[src/hw/lpmc_pkg.sv]
// package for the low-power mode controller: register map, fields, reset values, counts
// assumes an APB slave with 32-bit data and one aligned word per register
//
// What this block does
// - mode field 00 is idle, 01 standby, 1x halt
// - idle makes no clock change; any enabled interrupt ends it
// - idle ends on external reset, watchdog interrupt or enabled interrupt
// - standby keeps oscillator running, stops cpu input and system clocks
// - standby ends on external reset, watchdog interrupt, selected pin or debugger
// - only port A pins enabled in wake pin select may wake
// - selected pin wakes are qualified for a programmed oscillator cycle count
// - halt stops crystal, pll and clocks; internal oscillator and watchdog per software
// - halt ends on watchdog, external reset, debugger or selected pin
// - wake signals are active low; too short a pulse keeps the mode, but any low external reset wakes
// - low-power modes leave all output pins unchanged
// - test access port keeps working while cpu clock is stopped
// - halt is entered only while the watchdog clock is active
// - active-low watchdog interrupt can wake the device from standby
// - in halt the watchdog wakes the device by a device reset
`default_nettype none
package lpmc_pkg;
  // register byte offsets
  localparam logic [7:0] LPMC_CTRL_OFF = 8'h00;   // low_power_control
  localparam logic [7:0] LPMC_WSEL_OFF = 8'h04;   // wake_pin_select
  localparam logic [7:0] LPMC_STAT_OFF = 8'h08;   // status, read only
  // low_power_control fields
  localparam int LPMC_MODE_LSB = 0;
  localparam int LPMC_QUAL_LSB = 2;
  localparam int LPMC_QUAL_W = 6;
  localparam int LPMC_WDEN_BIT = 8;   // watchdog interrupt wakes standby
  localparam int LPMC_INTOSC_BIT = 9; // internal oscillator kept in halt
  localparam int LPMC_WDHALT_BIT = 10; // watchdog kept running in halt
  localparam logic [31:0] LPMC_CTRL_RST = 32'h0000_0000;
  localparam logic [31:0] LPMC_WSEL_RST = 32'h0000_0000;
  // qualification count is field value plus this many oscillator cycles
  localparam logic [6:0] LPMC_QUAL_BASE = 7'h02;
  // low time that must be exceeded to count as a recognised interrupt, in oscillator cycles
  localparam logic [2:0] LPMC_WAKE_MIN_CYC = 3'h3;

  typedef enum logic [3:0] {
    LPMC_ST_RUN = 4'h1,
    LPMC_ST_IDLE = 4'h2,
    LPMC_ST_STBY = 4'h4,
    LPMC_ST_HALT = 4'h8
  } lpmc_state_t;

  // clock gating outputs travel together
  typedef struct packed {
    logic cpu_input_clock_en;
    logic system_clock_out_en;
    logic xtal_pll_en;
    logic intosc_en;
    logic watchdog_en;
  } lpmc_clk_t;
  localparam lpmc_clk_t LPMC_CLK_ALL_ON = 5'h1F;
endpackage : lpmc_pkg
`default_nettype wire

[src/hw/lpmc_lowfilt.sv]
// low-level filter: flags an active-low input that stayed low long enough
// assumes the input is synchronous to pclk
`default_nettype none
module lpmc_lowfilt #(
  parameter int CNT_W = 7
) (
  // clock and reset
  input wire logic pclk,
  input wire logic presetn,
  // filter
  input wire logic in_n,
  input wire logic [CNT_W-1:0] need,
  output logic hit
);
  logic [CNT_W-1:0] cnt_reg;

  // count consecutive low cycles; any high drops the count
  always_ff @(posedge pclk or negedge presetn) begin
    if (!presetn) begin
      cnt_reg <= '0;
    end else if (in_n) begin
      cnt_reg <= '0;
    end else if (cnt_reg != need) begin
      cnt_reg <= cnt_reg + {{(CNT_W-1){1'b0}}, 1'b1};
    end
  end

  // hit holds while low and the count is reached
  assign hit = !in_n && (cnt_reg == need);
endmodule : lpmc_lowfilt
`default_nettype wire

[src/hw/lpmc_top.sv]
// low-power mode controller: apb registers, mode state machine, clock gating
// assumes pclk is the oscillator clock and wake inputs are synchronous to it
`default_nettype none
module lpmc_top #(
  parameter int PINS = 32
) (
  // clock and reset
  input wire logic pclk,
  input wire logic presetn,
  // apb slave
  input wire logic psel,
  input wire logic penable,
  input wire logic pwrite,
  input wire logic [7:0] paddr,
  input wire logic [31:0] pwdata,
  input wire logic [3:0] pstrb,
  output logic [31:0] prdata,
  output logic pready,
  output logic pslverr,
  // core and wake sources
  input wire logic idle_exec,
  input wire logic external_reset_n,
  input wire logic watchdog_wake_int_n,
  input wire logic watchdog_clock_active,
  input wire logic debug_wake_n,
  input wire logic int_pending_n,
  input wire logic [PINS-1:0] port_a_n,
  // clock control and status to the system
  output lpmc_pkg::lpmc_clk_t clk_ctrl,
  output logic wake_done,
  output logic halt_wd_reset_req,
  output logic halt_refused
);
  lpmc_pkg::lpmc_state_t state_reg, state_next;
  logic [31:0] ctrl_reg;
  logic [PINS-1:0] wsel_reg;
  logic [31:0] rdata_next;
  logic pin_low_n, pin_hit, wd_hit, dbg_hit, int_hit;
  logic wake_idle, wake_stby, wake_halt;
  logic [6:0] qual_need;
  logic [1:0] mode;
  logic apb_wr, apb_rd;

  // one-cycle access phase; pready is high only in the cycle after setup
  assign apb_wr = psel && penable && pwrite;
  assign apb_rd = psel && !penable && !pwrite;

  // byte-lane write of a 32-bit word
  function automatic logic [31:0] lpmc_merge(input logic [31:0] old,
                                              input logic [31:0] nw,
                                              input logic [3:0] be);
    logic [31:0] r;
    r = old;
    for (int i = 0; i < 4; i++) begin
      if (be[i]) begin
        r[i*8 +: 8] = nw[i*8 +: 8];
      end
    end
    return r;
  endfunction : lpmc_merge

  // control register writes
  always_ff @(posedge pclk or negedge presetn) begin
    if (!presetn) begin
      ctrl_reg <= lpmc_pkg::LPMC_CTRL_RST;
    end else if (apb_wr && paddr == lpmc_pkg::LPMC_CTRL_OFF) begin
      ctrl_reg <= lpmc_merge(ctrl_reg, pwdata, pstrb) & 32'h0000_07FF;
    end
  end

  // wake pin select register writes
  always_ff @(posedge pclk or negedge presetn) begin
    if (!presetn) begin
      wsel_reg <= lpmc_pkg::LPMC_WSEL_RST[PINS-1:0];
    end else if (apb_wr && paddr == lpmc_pkg::LPMC_WSEL_OFF) begin
      wsel_reg <= lpmc_merge({{(32-PINS){1'b0}}, wsel_reg}, pwdata, pstrb)
                  [PINS-1:0];
    end
  end

  // read mux; unmapped offsets read zero
  always_comb begin
    rdata_next = 32'h0000_0000;
    case (paddr)
      lpmc_pkg::LPMC_CTRL_OFF: rdata_next = ctrl_reg;
      lpmc_pkg::LPMC_WSEL_OFF: rdata_next = {{(32-PINS){1'b0}}, wsel_reg};
      lpmc_pkg::LPMC_STAT_OFF: rdata_next = {27'h0, state_reg, halt_refused};
      default: rdata_next = 32'h0000_0000;
    endcase
  end

  // read data captured in setup so it comes straight from a flop
  always_ff @(posedge pclk or negedge presetn) begin
    if (!presetn) begin
      prdata <= 32'h0000_0000;
    end else if (apb_rd) begin
      prdata <= rdata_next;
    end
  end

  // pslverr flags unmapped offsets during access
  always_ff @(posedge pclk or negedge presetn) begin
    if (!presetn) begin
      pready <= 1'b0;
      pslverr <= 1'b0;
    end else begin
      pready <= psel && !penable;
      pslverr <= psel && !penable && paddr != lpmc_pkg::LPMC_CTRL_OFF &&
                 paddr != lpmc_pkg::LPMC_WSEL_OFF && paddr != lpmc_pkg::LPMC_STAT_OFF;
    end
  end

  assign mode = ctrl_reg[lpmc_pkg::LPMC_MODE_LSB +: 2];

  // only selected pins are seen, active low
  assign pin_low_n = ~|(~port_a_n & wsel_reg);

  assign qual_need = {1'b0, ctrl_reg[lpmc_pkg::LPMC_QUAL_LSB +: lpmc_pkg::LPMC_QUAL_W]} +
                     lpmc_pkg::LPMC_QUAL_BASE;

  // pin wake qualified on oscillator cycles
  lpmc_lowfilt #(.CNT_W(7)) u_pin_filt (
    .pclk(pclk),
    .presetn(presetn),
    .in_n(pin_low_n),
    .need(qual_need),
    .hit(pin_hit)
  );

  // short pulses on watchdog, debug and interrupt sources are ignored
  lpmc_lowfilt #(.CNT_W(3)) u_wd_filt (
    .pclk(pclk),
    .presetn(presetn),
    .in_n(watchdog_wake_int_n),
    .need(lpmc_pkg::LPMC_WAKE_MIN_CYC),
    .hit(wd_hit)
  );
  lpmc_lowfilt #(.CNT_W(3)) u_dbg_filt (
    .pclk(pclk),
    .presetn(presetn),
    .in_n(debug_wake_n),
    .need(lpmc_pkg::LPMC_WAKE_MIN_CYC),
    .hit(dbg_hit)
  );
  lpmc_lowfilt #(.CNT_W(3)) u_int_filt (
    .pclk(pclk),
    .presetn(presetn),
    .in_n(int_pending_n),
    .need(lpmc_pkg::LPMC_WAKE_MIN_CYC),
    .hit(int_hit)
  );

  assign wake_idle = !external_reset_n || wd_hit || int_hit;
  // standby exits; watchdog only when enabled
  // debugger request path uses pclk, not the stopped cpu clock
  assign wake_stby = !external_reset_n || pin_hit || dbg_hit ||
                     (wd_hit && ctrl_reg[lpmc_pkg::LPMC_WDEN_BIT]);
  assign wake_halt = !external_reset_n || pin_hit || dbg_hit || wd_hit;

  // mode state machine
  always_comb begin
    state_next = state_reg;
    case (state_reg)
      lpmc_pkg::LPMC_ST_RUN: begin
        // idle instruction enters the selected mode
        if (idle_exec) begin
          if (mode == 2'b00) begin
            state_next = lpmc_pkg::LPMC_ST_IDLE;
          end else if (mode == 2'b01) begin
            state_next = lpmc_pkg::LPMC_ST_STBY;
          // halt needs a live watchdog clock
          end else if (watchdog_clock_active) begin
            state_next = lpmc_pkg::LPMC_ST_HALT;
          end
        end
      end
      lpmc_pkg::LPMC_ST_IDLE: if (wake_idle) state_next = lpmc_pkg::LPMC_ST_RUN;
      lpmc_pkg::LPMC_ST_STBY: if (wake_stby) state_next = lpmc_pkg::LPMC_ST_RUN;
      lpmc_pkg::LPMC_ST_HALT: if (wake_halt) state_next = lpmc_pkg::LPMC_ST_RUN;
      default: state_next = lpmc_pkg::LPMC_ST_RUN;
    endcase
  end

  always_ff @(posedge pclk or negedge presetn) begin
    if (!presetn) begin
      state_reg <= lpmc_pkg::LPMC_ST_RUN;
    end else begin
      state_reg <= state_next;
    end
  end

  // clock gating per next state, registered
  // no output pin is touched here; only clock enables change
  always_ff @(posedge pclk or negedge presetn) begin
    if (!presetn) begin
      clk_ctrl <= lpmc_pkg::LPMC_CLK_ALL_ON;
    end else begin
      clk_ctrl <= lpmc_pkg::LPMC_CLK_ALL_ON;
      case (state_next)
        lpmc_pkg::LPMC_ST_IDLE: clk_ctrl <= lpmc_pkg::LPMC_CLK_ALL_ON;
        lpmc_pkg::LPMC_ST_STBY: begin
          clk_ctrl.cpu_input_clock_en <= 1'b0;
          clk_ctrl.system_clock_out_en <= 1'b0;
        end
        // halt: cpu, system, crystal and pll clocks off; internal oscillator and watchdog per software
        lpmc_pkg::LPMC_ST_HALT: begin
          clk_ctrl.cpu_input_clock_en <= 1'b0;
          clk_ctrl.system_clock_out_en <= 1'b0;
          clk_ctrl.xtal_pll_en <= 1'b0;
          clk_ctrl.intosc_en <= ctrl_reg[lpmc_pkg::LPMC_INTOSC_BIT];
          clk_ctrl.watchdog_en <= ctrl_reg[lpmc_pkg::LPMC_WDHALT_BIT];
        end
        default: clk_ctrl <= lpmc_pkg::LPMC_CLK_ALL_ON;
      endcase
    end
  end

  // wake pulse, halt watchdog reset, refused halt flag
  always_ff @(posedge pclk or negedge presetn) begin
    if (!presetn) begin
      wake_done <= 1'b0;
      halt_wd_reset_req <= 1'b0;
      halt_refused <= 1'b0;
    end else begin
      wake_done <= state_reg != lpmc_pkg::LPMC_ST_RUN &&
                   state_next == lpmc_pkg::LPMC_ST_RUN;
      // watchdog wake from halt is a device reset
      halt_wd_reset_req <= state_reg == lpmc_pkg::LPMC_ST_HALT && wd_hit;
      // record a halt request that was refused; cleared by next idle
      if (state_reg == lpmc_pkg::LPMC_ST_RUN && idle_exec) begin
        halt_refused <= mode[1] && !watchdog_clock_active;
      end
    end
  end
endmodule : lpmc_top
`default_nettype wire

[config.mk]
export PLATFORM = sky130hd
export DESIGN_NAME = lpmc_top
export DESIGN_NICKNAME = d
export VERILOG_FILES = /design/src/hw/lpmc_pkg.sv /design/src/hw/lpmc_lowfilt.sv /design/src/hw/lpmc_top.sv
export SDC_FILE = /design/constraint.sdc
export NUM_CORES = 1
export LEC_CHECK = 0
export BUFFER_PORTS_ARGS = -buffer_cell sky130_fd_sc_hd__buf_2
export CELL_PAD_IN_SITES_DETAIL_PLACEMENT = 0
export CELL_PAD_IN_SITES_GLOBAL_PLACEMENT = 2
export CORE_MARGIN = 4
export CORE_UTILIZATION = 30
export DETAILED_ROUTE_END_ITERATION = 16
export PLACE_DENSITY = 0.79
export REMOVE_ABC_BUFFERS = 1
export SLEW_MARGIN = 10
export SYNTH_ARGS = -nofsm -noshare
export SYNTH_HDL_FRONTEND = slang
export SYNTH_SLANG_ARGS = --single-unit
[constraint.sdc]
create_clock -name pclk -period 1.9 [get_ports pclk]
set_input_delay 0.095 -clock pclk [delete_from_list [all_inputs] [get_ports pclk]]
set_output_delay 0.095 -clock pclk [all_outputs]
set_load 0.01 [all_outputs]
==> impl_metrics.env <==
export IMPL_status="completed"
export IMPL_critPathArrivalTime_ns=2.12
export IMPL_rsz0062_at_grt="yes"
export IMPL_grt_overflow_total=0
export IMPL_dr_pass1_iters=4
export IMPL_grt_max_degree=39
export IMPL_pre_cts_ws_ns=-0.1251
export IMPL_met3_usage_pct=3.338
export IMPL_cp_end_kind="register"
export IMPL_tritoncts="done"
export IMPL_critPathKind="register to register"
export IMPL_yosys_register_bits=104
export IMPL_setup_violations=0
export IMPL_power_density_nw_per_um2=753.6
export IMPL_use_met2_pct=25.63
export IMPL_drv_cap=0
export IMPL_tightest_slew_ns=0.4588
export IMPL_dp_hpwl_microns=10240
export IMPL_synth_edf_count=0
export IMPL_root_buffer="clkbuf_16"
export IMPL_die_y_microns=134.0
export IMPL_cts_htree_levels=3
export IMPL_clock_path_buffers=2
export IMPL_ff_latch_area_sq_um=2610
export IMPL_yosysWarnings=0
export IMPL_path_max_fanout=7
export IMPL_die_area_sq_um=17950
export IMPL_start_util_pct=30.98
export IMPL_via_count=3825
export IMPL_grt_usage_pct=15.48
export IMPL_instances_no_fill=809
export IMPL_place_inst=755
export IMPL_cts_sinks=104
export IMPL_drc=0
export IMPL_place_area_sq_um=5854
export IMPL_hold_viol=0
export IMPL_leakagePower_nw=3.247
export IMPL_synth_area_sq_um=4762
export IMPL_final_nets=688
export IMPL_fin_area_sq_um=6610
export IMPL_rows=45
export IMPL_yosys_area_top_type="dfrtp_1"
export IMPL_core_sq_um=15370
export IMPL_wl_per_cell_microns=16.70
export IMPL_finalCritPeriodShare_pct=96.99
export IMPL_slew_headroom_pct=69.34
export IMPL_synth_area_leaders="dfrtp_1 52%, mux2_2 10%, nand2b_1 4.1%"
export IMPL_path_buf_inv=1
export IMPL_antenna_left=0
export IMPL_critical_path_startpoint_type="register"
export IMPL_fin_crit_ns=1.843
export IMPL_cp_top_family="compound AO/OA/AOI/OAI gates"
export IMPL_slowest_stage="dfrtp_1"
export IMPL_ys_seq_area_share_pct=54.78
export IMPL_fmax_ghz=0.5426
export IMPL_antenna_found_initial=0
export IMPL_peakVddDrop_mv=0.3518
export IMPL_yosysUniqueCellTypes=49
export IMPL_vias_per_cell=4.728
export IMPL_areaGrowthSynthToFinish_pct=38.81
export IMPL_cp_data_required_time_ns=2.17
export IMPL_grt_first_pass_wirelength_microns=21850
export IMPL_die_w_microns=134.0
export IMPL_hp_class="input pin to register"
export IMPL_place_gp_congestion=0.7865
export IMPL_portBuffers=128
export IMPL_clock_skew_ns=0.007078
export IMPL_path_cells="ha_4, nand2b_4, a21o_1, a31oi_4, nor2_4, buf_6, or3_1, a21boi_1"
export IMPL_first_iter_violations=211
export IMPL_final_util_pct=43.00
export IMPL_totalPowerFinal_mw=4.982
export IMPL_syn_area_per_cell_sq_um=11.88
export IMPL_fill_cells=1477
export IMPL_grt_pass1_vias=4056
export IMPL_synth_flop_cell="dfrtp_1"
export IMPL_layout_drive_gt1_share_pct=41.14
export IMPL_globalRoute_busiestLayer="met2"
export IMPL_finalMaxSlewViolations=0
export IMPL_yosys_area_top_type_share_pct=52.02
export IMPL_multi_input_area_sq_um=2133
export IMPL_synthCells=401
export IMPL_finalWorstSetupSlack_ns=0.05716
export IMPL_clk_latency_ns=0.35
export IMPL_cts_buffers_inserted=9
export IMPL_cts_clk_slew_worst_paths_ns=0.07
export IMPL_slowest_delay_ns=0.41
export IMPL_routed_wirelength_microns=13510
export IMPL_diodes=0
export IMPL_io_pins=129
export IMPL_synthArstFlopShare_pct=100.0
export IMPL_gr_usage_met1_pct=20.11
cell usage after synthesis, types with 3 or more instances:
library cell,count
dfstp_2,5
nor2b_1,6
nor4_2,3
nor2_1,20
clkbuf_1,7
ha_1,8
nand2_1,23
xnor2_1,4
nand3_1,7
mux2_2,43
a22o_1,21
nor3_1,3
a21oi_1,14
nand2b_1,31
dfrtp_1,99
o2111ai_1,9
xor2_1,8
or3_1,5
o21ai_0,17
mux2i_1,15
inv_1,14
where the power goes:
group | switching [mW] | internal, mW
clock | 0.879 | 0.944
combinational | 0.360 | 0.371
sequential | 0.0830 | 2.34
total | 1.32 | 3.66
stage by stage:
stage	hold slack, ns	setup TNS, ns
floorplan	-0.2006	-7.414
detailed placement	0.07144	-0.8230
finish	0.01002	0
CTS	0.0005917	-0.01021
global placement	0.06152	-0.4455
global route	0.005408	-0.2844
layer usage:
layer	part of all wire, %	wire length, microns
met1	44	5883
met2	50	6763
met3	4.4	593
met4	2.0	270
met5	0	0
layout make-up:
type                    count  area share, %
flip-flops and latches    104          39.49
repair buffers            192          19.04
inverters                  14         0.7950
well taps                 211          3.994
multi-input cells         272          32.27
clock inverters             6         0.7950
clock buffers              10          3.615
final timing paths:
check                                              from  depth (start not counted)  slack, ns                                 to
worst max register to register  ctrl_reg[4]$_DFFE_PN0P_                          8       0.06  u_pin_filt.cnt_reg[5]$_DFFE_PN0N_
worst min register to register    prdata[1]$_DFFE_PN0P_                          2       0.49              prdata[1]$_DFFE_PN0P_
worst max-delay path            ctrl_reg[4]$_DFFE_PN0P_                          8       0.06  u_pin_filt.cnt_reg[5]$_DFFE_PN0N_
worst min-delay path                          pwdata[1]                          2       0.01            ctrl_reg[1]$_DFFE_PN0P_
max in group asynchronous                       presetn                          3       1.06             state_reg[0]$_DFF_PN1_
min in group asynchronous                       presetn                          2       0.23  u_dbg_filt.cnt_reg[1]$_DFFE_PN0N_
cells by family after synthesis:
| logic type | count (synthesis) | synth area share (%) |
|---|---|---|
| flops | 104 | 54.78 |
| fa+ha+maj | 8 | 2.102 |
| xor+xnor | 12 | 2.207 |
| simple gates | 114 | 13.30 |
| compound gates | 79 | 11.96 |
| mux | 59 | 13.56 |
| buf+inv | 25 | 2.102 |
timing repair:
item | in CTS | in global routing
pin swaps | 6 | 14
setup endpoints to repair | 12 | 14
hold endpoints to repair | 74 | 0
gates cloned | 0 | 0
hold buffers | 33 | 0
resized for setup | 4 | 19
buffers inserted | 3 | 3
cells in the final DEF, fill, tap and decap left out, types with 8 or more instances in the layout:
| cell | n |
|---|---|
| mux2_2 | 43 |
| nand2_1 | 23 |
| buf_4 | 25 |
| o2111ai_1 | 8 |
| o21ai_0 | 15 |
| a21oi_1 | 14 |
| dlygate4sd3_1 | 33 |
| nor2_1 | 20 |
| nand2b_1 | 29 |
| xor2_1 | 8 |
| a22o_1 | 21 |
| inv_1 | 14 |
| buf_2 | 127 |
| mux2i_1 | 15 |
| clkbuf_16 | 9 |
| dfrtp_1 | 98 |
Note: power is estimated with default switching activity, not from simulation.
